<file path="config.mk">
export PLATFORM = sky130hd
export DESIGN_NAME = jie_exec
export DESIGN_NICKNAME = d
export VERILOG_FILES = /design/src/hdl/jie_pkg.sv /design/src/hdl/jie_exec.sv /design/src/hdl/jie_incr_alu.sv
export SDC_FILE = /design/constraint.sdc
export NUM_CORES = 1
export LEC_CHECK = 0
export ABC_AREA = 1
export BUFFER_PORTS_ARGS = -buffer_cell sky130_fd_sc_hd__buf_2
export CAP_MARGIN = 0
export CELL_PAD_IN_SITES_DETAIL_PLACEMENT = 2
export CELL_PAD_IN_SITES_GLOBAL_PLACEMENT = 2
export CORE_ASPECT_RATIO = 1.4
export CORE_MARGIN = 5
export CORE_UTILIZATION = 31
export CTS_BUF_LIST = sky130_fd_sc_hd__clkbuf_8 sky130_fd_sc_hd__clkbuf_16
export DETAILED_ROUTE_END_ITERATION = 16
export PLACE_DENSITY_LB_ADDON = 0.08
export SLEW_MARGIN = 0
export SYNTH_ARGS = -nofsm -noshare
export SYNTH_HDL_FRONTEND = slang
export SYNTH_SLANG_ARGS = --single-unit
</file>
<file path="constraint.sdc">
create_clock -name sys_clk -period 2 [get_ports sys_clk]
set_input_delay 0.2 -clock sys_clk [delete_from_list [all_inputs] [get_ports sys_clk]]
set_output_delay 0.2 -clock sys_clk [all_outputs]
set_load 0.1 [all_outputs]
</file>
<file path="src/hdl/jie_pkg.sv">
// Purpose: shared constants and types for the jump and increment executor
// Assumes: 16-bit program words, 8-bit data path, 21-bit byte program counter
// Notes: four clock phases form one instruction cycle
`default_nettype none
package jie_pkg;
  // Program counter and word layout
  localparam int PC_W = 21;
  localparam int TGT_W = 20;
  localparam logic [PC_W-1:0] PC_RESET = 21'h000000;
  localparam logic [PC_W-1:0] PC_STEP = 21'h000002;
  // Opcode fields
  localparam logic [7:0] JUMP_OPC = 8'hEF;
  localparam logic [3:0] JUMP2_NIB = 4'hF;
  localparam logic [5:0] INCR_OPC = 6'h0A;
  localparam int DEST_BIT = 9;
  localparam int ACC_BIT = 8;
  // Access bank split and bank numbers
  localparam logic [7:0] ACCESS_SPLIT_DEF = 8'h80;
  localparam logic [3:0] BANK_LOW = 4'h0;
  localparam logic [3:0] BANK_HIGH = 4'hF;
  localparam logic [7:0] BYTE_ZERO = 8'h00;
  localparam logic [7:0] BYTE_ONE = 8'h01;
  localparam logic [7:0] BYTE_MAX = 8'hFF;
  localparam logic [7:0] BYTE_SMAX = 8'h7F;
  localparam logic [3:0] NIB_MAX = 4'hF;

  typedef enum logic [1:0] {PH_Q1, PH_Q2, PH_Q3, PH_Q4} jie_phase_t;
  typedef enum logic [1:0] {OP_NOP, OP_JUMP, OP_INCR} jie_op_t;

  typedef struct packed {
    logic n;
    logic overflow;
    logic z;
    logic digit_carry;
    logic c;
  } jie_flags_t;

  typedef struct packed {
    logic [11:0] addr;
    logic wr_en;
    logic [7:0] wr_data;
  } jie_file_bus_t;

  localparam jie_flags_t FLAGS_RESET = 5'h00;
  localparam jie_file_bus_t FILE_BUS_RESET = 21'h000000;
endpackage
`default_nettype wire

</file>
<file path="src/hdl/jie_exec.sv">
// Purpose: decode and execute absolute jump and file register increment
// Assumes: prog_word shows the word at prog_addr; file_rd_data answers file_addr same cycle
// Notes: phase Q1..Q4 each one clock; file write strobe stands during Q4
//
// Summary of operation
// - Jump loads the 20-bit literal into counter bits 20:1, bit 0 stays zero.
// - Jump reaches every word of the full 2-Mbyte program space.
// - Jump takes two cycles; the second is a no-op refilling the fetch.
// - Jump first word is 1110 1111 plus k7:0; second word 1111 plus k19:8.
// - Increment reads the addressed file register and adds one.
// - Destination bit 0 writes the accumulator, 1 writes back to the file register.
// - Access bit 0 uses the access bank; 1 uses the bank select register.
// - Bank select register sets the increment bank when the access bit is one.
// - Increment updates carry, digit carry, negative, overflow and zero flags.
// - Increment decodes from top bits 001010, then d, a and 8-bit address.
`default_nettype none
module jie_exec
  import jie_pkg::*;
#(
  parameter logic [7:0] ACCESS_SPLIT = ACCESS_SPLIT_DEF
)
(
  input wire logic sys_clk,
  input wire logic rst_n,
  input wire logic [15:0] prog_word,
  input wire logic [3:0] bank_sel_value,
  input wire logic [7:0] file_rd_data,
  output logic [PC_W-1:0] prog_addr,
  output jie_file_bus_t file_bus,
  output logic [7:0] wreg_value,
  output jie_flags_t status_flags
);
  jie_phase_t phase_reg, phase_next;
  jie_op_t op_reg, op_next;
  logic [15:0] ir_reg, ir_next;
  logic flush_reg, flush_next;
  logic [PC_W-1:0] pc_reg, pc_next;
  logic [7:0] rd_reg, rd_next;
  logic [7:0] wreg_reg, wreg_next;
  jie_flags_t status_reg, status_next;
  jie_file_bus_t file_reg, file_next;
  logic [7:0] alu_result;
  jie_flags_t alu_flags;
  logic jump_take;
  logic [TGT_W-1:0] jump_target;

  // Opcode classification of a first word
  function automatic jie_op_t decode_op(input logic [15:0] w);
    if (w[15:8] == JUMP_OPC)
      return OP_JUMP;
    else if (w[15:10] == INCR_OPC)
      return OP_INCR;
    else
      return OP_NOP;
  endfunction

  // Operand bank: access bank splits low and high halves
  function automatic logic [11:0] file_address(input logic [15:0] w, input logic [3:0] bank_sel);
    if (w[ACC_BIT])
      return {bank_sel, w[7:0]};
    else if (w[7:0] < ACCESS_SPLIT)
      return {BANK_LOW, w[7:0]};
    else
      return {BANK_HIGH, w[7:0]};
  endfunction

  jie_incr_alu u_alu (
    .operand(rd_reg),
    .result(alu_result),
    .flags(alu_flags)
  );

  // Second word must carry the marker nibble, else the jump degrades to a no-op
  assign jump_take = (phase_reg == PH_Q4) && (op_reg == OP_JUMP) &&
                     (prog_word[15:12] == JUMP2_NIB);
  assign jump_target = {prog_word[11:0], ir_reg[7:0]};

  // Next state of the instruction cycle
  always_comb
  begin
    phase_next = phase_reg;
    op_next = op_reg;
    ir_next = ir_reg;
    flush_next = flush_reg;
    pc_next = pc_reg;
    rd_next = rd_reg;
    wreg_next = wreg_reg;
    status_next = status_reg;
    file_next = file_reg;
    file_next.wr_en = 1'b0;
    unique case (phase_reg)
      PH_Q1:
      begin
        phase_next = PH_Q2;
        if (flush_reg)
        begin
          // Refill cycle: word at new target is fetched next cycle
          op_next = OP_NOP;
        end
        else
        begin
          ir_next = prog_word;
          op_next = decode_op(prog_word);
          pc_next = pc_reg + PC_STEP;
          file_next.addr = file_address(prog_word, bank_sel_value);
        end
      end
      PH_Q2:
      begin
        phase_next = PH_Q3;
        if (op_reg == OP_INCR)
          rd_next = file_rd_data;
      end
      PH_Q3:
      begin
        phase_next = PH_Q4;
        if (op_reg == OP_INCR)
        begin
          status_next = alu_flags;
          if (ir_reg[DEST_BIT])
          begin
            file_next.wr_en = 1'b1;
            file_next.wr_data = alu_result;
          end
          else
            wreg_next = alu_result;
        end
      end
      PH_Q4:
      begin
        phase_next = PH_Q1;
        flush_next = 1'b0;
        if (jump_take)
        begin
          // Full 20-bit word target, no paging
          pc_next = {jump_target, 1'b0};
          flush_next = 1'b1;
        end
      end
    endcase
  end

  // State registers
  always_ff @(posedge sys_clk or negedge rst_n)
  begin
    if (!rst_n)
    begin
      phase_reg <= PH_Q1;
      op_reg <= OP_NOP;
      ir_reg <= 16'h0000;
      flush_reg <= 1'b0;
      pc_reg <= PC_RESET;
      rd_reg <= BYTE_ZERO;
      wreg_reg <= BYTE_ZERO;
      status_reg <= FLAGS_RESET;
      file_reg <= FILE_BUS_RESET;
    end
    else
    begin
      phase_reg <= phase_next;
      op_reg <= op_next;
      ir_reg <= ir_next;
      flush_reg <= flush_next;
      pc_reg <= pc_next;
      rd_reg <= rd_next;
      wreg_reg <= wreg_next;
      status_reg <= status_next;
      file_reg <= file_next;
    end
  end

  // Outputs straight from registers
  assign prog_addr = pc_reg;
  assign file_bus = file_reg;
  assign wreg_value = wreg_reg;
  assign status_flags = status_reg;
endmodule // jie_exec
`default_nettype wire

</file>
<file path="src/hdl/jie_incr_alu.sv">
// Purpose: eight-bit increment with arithmetic flags
// Assumes: purely combinational, operand held stable by the caller
// Notes: the five flags follow an add of one
`default_nettype none
module jie_incr_alu
  import jie_pkg::*;
(
  input wire logic [7:0] operand,
  output logic [7:0] result,
  output jie_flags_t flags
);
  logic [8:0] sum;

  // Add one and derive the flags
  always_comb
  begin
    sum = {1'b0, operand} + {1'b0, BYTE_ONE};
    result = sum[7:0];
    flags.c = sum[8];
    flags.digit_carry = (operand[3:0] == NIB_MAX);
    flags.n = sum[7];
    flags.overflow = (operand == BYTE_SMAX);
    flags.z = (sum[7:0] == BYTE_ZERO);
  end
endmodule // jie_incr_alu
`default_nettype wire

</file>
==> results of run 1 <==
-- layout make-up --
class	instances	area, um2
fill	1428	7193
tap	147	183.9
timing repair buffer	91	490.5
inverter	37	138.9
clock inverter	5	51.30
multi-input combinational	343	1688
clock buffer	11	252.7
sequential	68	1704
-- report_power, final --
part	switching [mW]	internal, mW
sequential	0.0589	1.43
clock	0.628	1.02
combinational	0.432	0.0986
total	1.12	2.55
-- placed cells by master (no fill, tap or decap), drive strengths merged, types with 4 or more instances in the layout --
cell type | Yosys | routed
buf | 19 | 90
o21ai | 29 | 29
nand3 | 29 | 29
inv | 37 | 38
nor2 | 66 | 66
ha | 7 | 7
nand4 | 10 | 10
mux2 | 4 | 4
dfrtp | 68 | 68
xor2 | 8 | 8
a21oi | 9 | 9
clkbuf | 2 | 11
nand2 | 170 | 170
-- timing repair --
item | in CTS | in global routing
endpoints found under the hold margin | 11 | 0
setup endpoints to repair | 0 | 0
hold buffers | 1 | 0
-- metal layers --
metal	wire length (um)	GRT usage (%)
met3	348	2.013
met1	4751	19.89
met4	224	6.704
met5	0	0
met2	6626	33.17
-- kinds of logic (layout without fill, tap and decap cells) --
family	after synthesis	after routing	synth area share, %
buffers and inverters	58	144	7.448
and+or+nand+nor	280	280	33.99
xor gates and xnor gates	10	10	2.392
AOI/OAI and AO/OA	39	39	5.432
adders and majority gates	7	7	2.391
muxes	6	6	1.776
other	1	1	0.1024
DFF	68	68	46.46
-- through the flow --
stage,cells,hold slack (ns)
after CTS,702,0.07305
after detailed placement,685,0.1277
final,702,0.08153
after global routing,702,0.09615
after global placement,685,0.1179
after floorplan,469,-0.09559
-- worst max-delay path: stages (launching register included) --
cell     delay, ns
dfrtp_1       0.40
inv_1         0.09
ha_1          0.24
nand2_1       0.18
nand2_4       0.41
nor2_1        0.09
nand2_1       0.08
nand2_1       0.05
-- worst max-delay path by stage --
stage / to / slack (ns) / depth (start not counted)
2_1_floorplan: prog_addr[17] / 0.06 / 7
5_1_grt: prog_addr[19] / 0.16 / 7
6_report: prog_addr[18] / 0.34 / 7
3_3_place_gp: prog_addr[13] / 0.36 / 7
4_1_cts: prog_addr[13] / 0.29 / 7
3_5_place_dp: prog_addr[18] / 0.30 / 7
==> impl_metrics.yaml, run 1 <==
logic_synthesis:
  synth.top_cell.area_share_pct: 46.46
  yosysSeqAreaShare_pct: 46.46
  synth_edf_count: 0
  synth_flop_cell: "dfrtp_1"
  ys_ff_latch: 68
  synth.top_cells.by_count: "163 x nand2_1, 68 x dfrtp_1, 49 x nor2_1"
  synth.distinct_cells: 32
  synth_area_um2: 3662
  syn_inst: 469
  syn_nets: 506
  synthTopCellsByArea: "dfrtp_1 46%, nand2_1 17%, nor2_1 5.0%"
  synth.most_common_cell: "nand2_1"
  yosys_warnings: 0
  yosys.area.top_type: "dfrtp_1"
  avgSynthCellArea_um2: 7.809
  ys_async_sr_fraction_pct: 100.0
grt:
  grt-ovfl-total: 0
  grt_pass1_wl_um: 19620
  grt_pass1_vias: 3838
  track_usage_pct: 17.69
  grt_max_degree: 58
  antenna_found_initial: 0
critical_path:
  worstPathRequired_ns: 2.23
  crit_type: "reg2reg"
  cp-start-kind: "register"
  crit_fanout: 37
  reg2reg_depth: 7
  reg2reg_from: "phase_reg[1]"
  rrSetupSlack_ns: 0.34
  endpoint_kind: "register"
  crit_path_start: "phase_reg[1]"
  crit_arrival_ns: 1.89
  r2r_end: "prog_addr[18]"
timing:
  hold_viol_final: 0
  finalSetupViolations: 0
  fin_crit_sh_pct: 82.75
  fin_skew_ns: 0.007566
  rsz0062_at_grt: "false"
  finalSetupTns_ns: 0
  period_needed_ns: 1.655
  slew_viol_final: 0
  fmax_mhz: 604.2
  worst_slack_ns: 0.3449
min_path:
  hold_depth: 2
  min_from: "file_rd_data[2]"
  hold_class: "in2reg"
  hold_end: "rd_reg[2]"
place:
  place_ws_ns: 0.3024
  place_area_um2: 4195
  port_buffers: 83
  place_hpwl_um: 9075
  place_congestion: 0.7774
power_and_ir_drop:
  power_density_nw_per_um2: 814.6
  power.total_mw: 3.674
  p_leak_nw: 2.448
  max-vdd-ir-drop_mv: 0.3102
floorplan:
  fp.dieH_um: 138.6
  coreArea_um2: 11700
  start_util_pct: 31.29
  rows: 47
  ios: 85
  fp.dieArea_um2: 14120
  die_w_um: 101.9
route:
  drc: 0
  wl_per_cell_um: 17.02
  num_vias: 3398
  viasPerCell: 4.840
  drtPass1Iterations: 4
  ant_nets: 0
  drtIter0Drc: 71
  wl_um: 11950
finish:
  synthToLayoutAreaGrowth_pct: 23.13
  finalNetCount: 587
  drive_gt1_share_pct: 25.23
  design_area_um2: 4509
  fin_util_pct: 38.53
  largest_reg_flops: 20
  diodes: 0
clock_tree:
  post-cts-setup-buffer-count: 0
  clockBufferDepth: 2
  cts_resized: 0
  clk_latency_ns: 0.34
  ctsHtreeMaxLevel: 3
  cts_tree: "built"
  clkSlewWorstSetupHoldPaths_ns: 0.06
  root_buffer: "clkbuf_16"
  cts_num_sinks: 68
  cts_buffers: 9
status:
  status: "complete, no violations"
run:
  cap_violations: 0
(Power assumes the default switching activity.)
==> inputs of run 2 (changes only) <==
Settings changed: ABC_AREA 1 to 0, CORE_UTILIZATION 31 to 33.
Clock period 2 ns to 1.6 ns, I/O delays scaled along.
==> run 2 against run 1 <==
Compared with the run above: final cell count fell by 5.4%; sequential share of layout area fell by 5.5 points; highest routed layer unchanged; sequential power rose by 26%; the run now ends with negative setup slack left; fmax fell by 3.3%; utilization rose by 12 points; synthesized area fell by 1.2%; clock power rose by 35%.
==> impl_metrics.yaml, run 2 <==
power_and_ir_drop:
  comb_power_share_pct: 14.5
  power_density_nw_per_um2: 877.9
  sw_frac_of_total_pct: 30.61
  max-vdd-ir-drop_mv: 0.4826
  p_sw_mw: 1.466
  seqPwrFrac_pct: 39.2
  intPower_mw: 3.323
  p_leak_nw: 2.435
  clockPowerShare_pct: 46.3
route:
  drc: 0
  drtPass1Iterations: 4
  drtIter0Drc: 75
  ant_nets: 0
  viasPerCell: 5.557
  wl_um: 15400
  wl_per_cell_um: 23.19
  num_vias: 3690
finish:
  drive_gt1_share_pct: 50.29
  fin_util_pct: 50.46
  largest_reg_flops: 20
  diodes: 0
  synthToLayoutAreaGrowth_pct: 50.71
  final_common_cell: "buf_2"
  nFillCells: 1164
  final_cell_mix: "83 x buf_2, 58 x buf_4, 53 x nand2_1, 50 x dfrtp_1, 21 x o21ai_0"
  design_area_um2: 5455
  finalNetCount: 555
logic_synthesis:
  ys_ff_latch: 68
  synth_area_um2: 3620
  synth_edf_count: 0
  synth.distinct_cells: 61
  synth_flop_cell: "dfrtp_1"
  synthTopCellsByArea: "dfrtp_1 47%, nand2_1 5.6%, o21ai_0 4.1%"
  syn_inst: 376
  avgSynthCellArea_um2: 9.627
  synth.top_cell.area_share_pct: 47.01
  synth.most_common_cell: "dfrtp_1"
  yosys_warnings: 0
  syn_nets: 413
  yosysSeqAreaShare_pct: 47.01
  ys_async_sr_fraction_pct: 100.0
  yosys.area.top_type: "dfrtp_1"
  synth.top_cells.by_count: "68 x dfrtp_1, 54 x nand2_1, 30 x o21ai_0"
timing:
  fin_crit_sh_pct: 107.0
  fmax_mhz: 584.2
  tightest_slew_ns: 0.5116
  hold_viol_final: 0
  finalSetupViolations: 16
  worst_slack_ns: -0.1118
  rsz0062_at_grt: "true"
  fin_skew_ns: 0.008218
  max-slew-margin-rel_pct: 66.13
  period_needed_ns: 1.712
  slew_viol_final: 0
grt:
  grt-ovfl-total: 0
  antenna_found_initial: 0
  grt_max_degree: 57
  track_usage_pct: 21.27
  grt_pass1_vias: 3956
  grt_pass1_wl_um: 21960
clock_tree:
  ctsHtreeMaxLevel: 3
  clk_latency_ns: 0.34
  cts_buffers: 9
  clockBufferDepth: 2
  root_buffer: "clkbuf_16"
  cts_tree: "built"
  cts_num_sinks: 68
  clkSlewWorstSetupHoldPaths_ns: 0.06
place:
  port_buffers: 83
  place_congestion: 0.8575
  place_hpwl_um: 9982
  place_area_um2: 4622
critical_path:
  crit_type: "reg2reg"
  crit_path_start: "phase_reg[0]"
  reg2reg_depth: 6
  cp-start-kind: "register"
  crit_arrival_ns: 1.94
  reg2reg_from: "phase_reg[0]"
  cp_num_cells: 6
  endpoint_kind: "register"
  crit_fanout: 5
  crit_chain: "inv_2 > ha_4 > nand2b_4 > and2_4 > nor2_4 > mux2_4"
  rrSetupSlack_ns: -0.11
  slowest_delay_ns: 0.42
  path_buf_inv: 1
  r2r_end: "prog_addr[1]"
  worstPathRequired_ns: 1.83
  critPathSlowestCell: "dfrtp_1"
  setup.worst_path.end: "prog_addr[1]"
  cp_top_family: "simple AND/OR/NAND/NOR gates"
floorplan:
  fp.dieArea_um2: 13190
  ios: 85
  die_w_um: 98.52
  coreArea_um2: 10810
  start_util_pct: 33.48
  fp.dieH_um: 133.9
  rows: 45
run:
  cap_violations: 0
min_path:
  hold_class: "in2reg"
status:
  status: "finished, violations left"
  violations: "negative setup slack"
[run 2: cell families after synthesis]
group	Yosys count	share of synthesized area, %
XOR/XNOR	7	1.694
multiplexers	12	3.699
other	1	0.1036
AND/OR/NAND/NOR	137	20.05
AO/OA/AOI/OAI	103	18.60
buffers and inverters	41	6.429
flip-flops	68	47.01
adder cells (fa/ha/maj)	7	2.420
[run 2: cell type report]
class                   instances  area [um2]  share of cell area, %
clock buffers                   9       225.2                  4.128
clock inverters                 7       98.84                  1.812
inverters                      12       45.04                 0.8257
multi-input cells             267        2029                  37.20
flip-flops and latches         68        1764                  32.34
well taps                     141       176.4                  3.234
repair buffers                160        1116                  20.46
[run 2: worst min-delay path by stage]
stage | endpoint | slack, ns | start | cells past startpoint
2_1_floorplan | file_bus[0] | -0.14 | rst_n | 0
3_3_place_gp | status_flags[3] | 0.16 | rst_n | 2
3_5_place_dp | status_flags[3] | 0.16 | rst_n | 2
4_1_cts | op_reg[1] | 0.03 | prog_word[14] | 2
5_1_grt | op_reg[1] | 0.03 | prog_word[15] | 2
6_report | op_reg[1] | 0.04 | prog_word[15] | 2
[run 2: worst register-to-register path, stage by stage, from the launching register on]
cell,delay (ns)
dfrtp_1,0.42
inv_2,0.09
ha_4,0.19
nand2b_4,0.17
and2_4,0.20
nor2_4,0.21
mux2_4,0.33
[run 2: per-stage QoR]
stage	power, mW	hold WS, ns	setup slack, ns	instances	TNS (ns)
3_5_place_dp	2.591	0.1602	-0.1947	631	-2.014
5_1_grt	4.953	0.03312	-0.1475	664	-2.142
4_1_cts	4.788	0.02979	-0.03191	652	-0.2045
3_3_place_gp	2.572	0.1582	-0.09113	631	-0.5992
2_1_floorplan	2.381	-0.1356	-0.1269	376	-0.5646
6_report	4.789	0.03568	-0.1118	664	-0.6239
[run 2: layer usage]
metal / vias to the layer above / global-route usage (%) / wire (um)
met5: - / 0 / 0
met4: 0 / 7.213 / 427
met1: 1911 / 24.60 / 5897
met2: 101 / 39.92 / 8577
li1: 1645 / - / -
met3: 33 / 2.706 / 492
[run 2: timing repair]
| item | CTS | global route |
|---|---|---|
| gates cloned | 0 | 2 |
| endpoints found under the hold margin | 68 | 0 |
| setup buffers | 4 | 10 |
| resized for setup | 30 | 57 |
| hold buffers | 1 | 0 |
| pin swaps | 11 | 17 |
| endpoints found under the setup margin | 30 | 45 |
[run 2: power groups by stage]
stage	sequential, mW	clock [mW]	combinational (mW)
global placement	1.90	0	0.674
CTS	1.87	2.22	0.697
floorplan	2.13	0	0.246
finish	1.88	2.22	0.695
detailed placement	1.91	0	0.686
global route	1.89	2.33	0.738
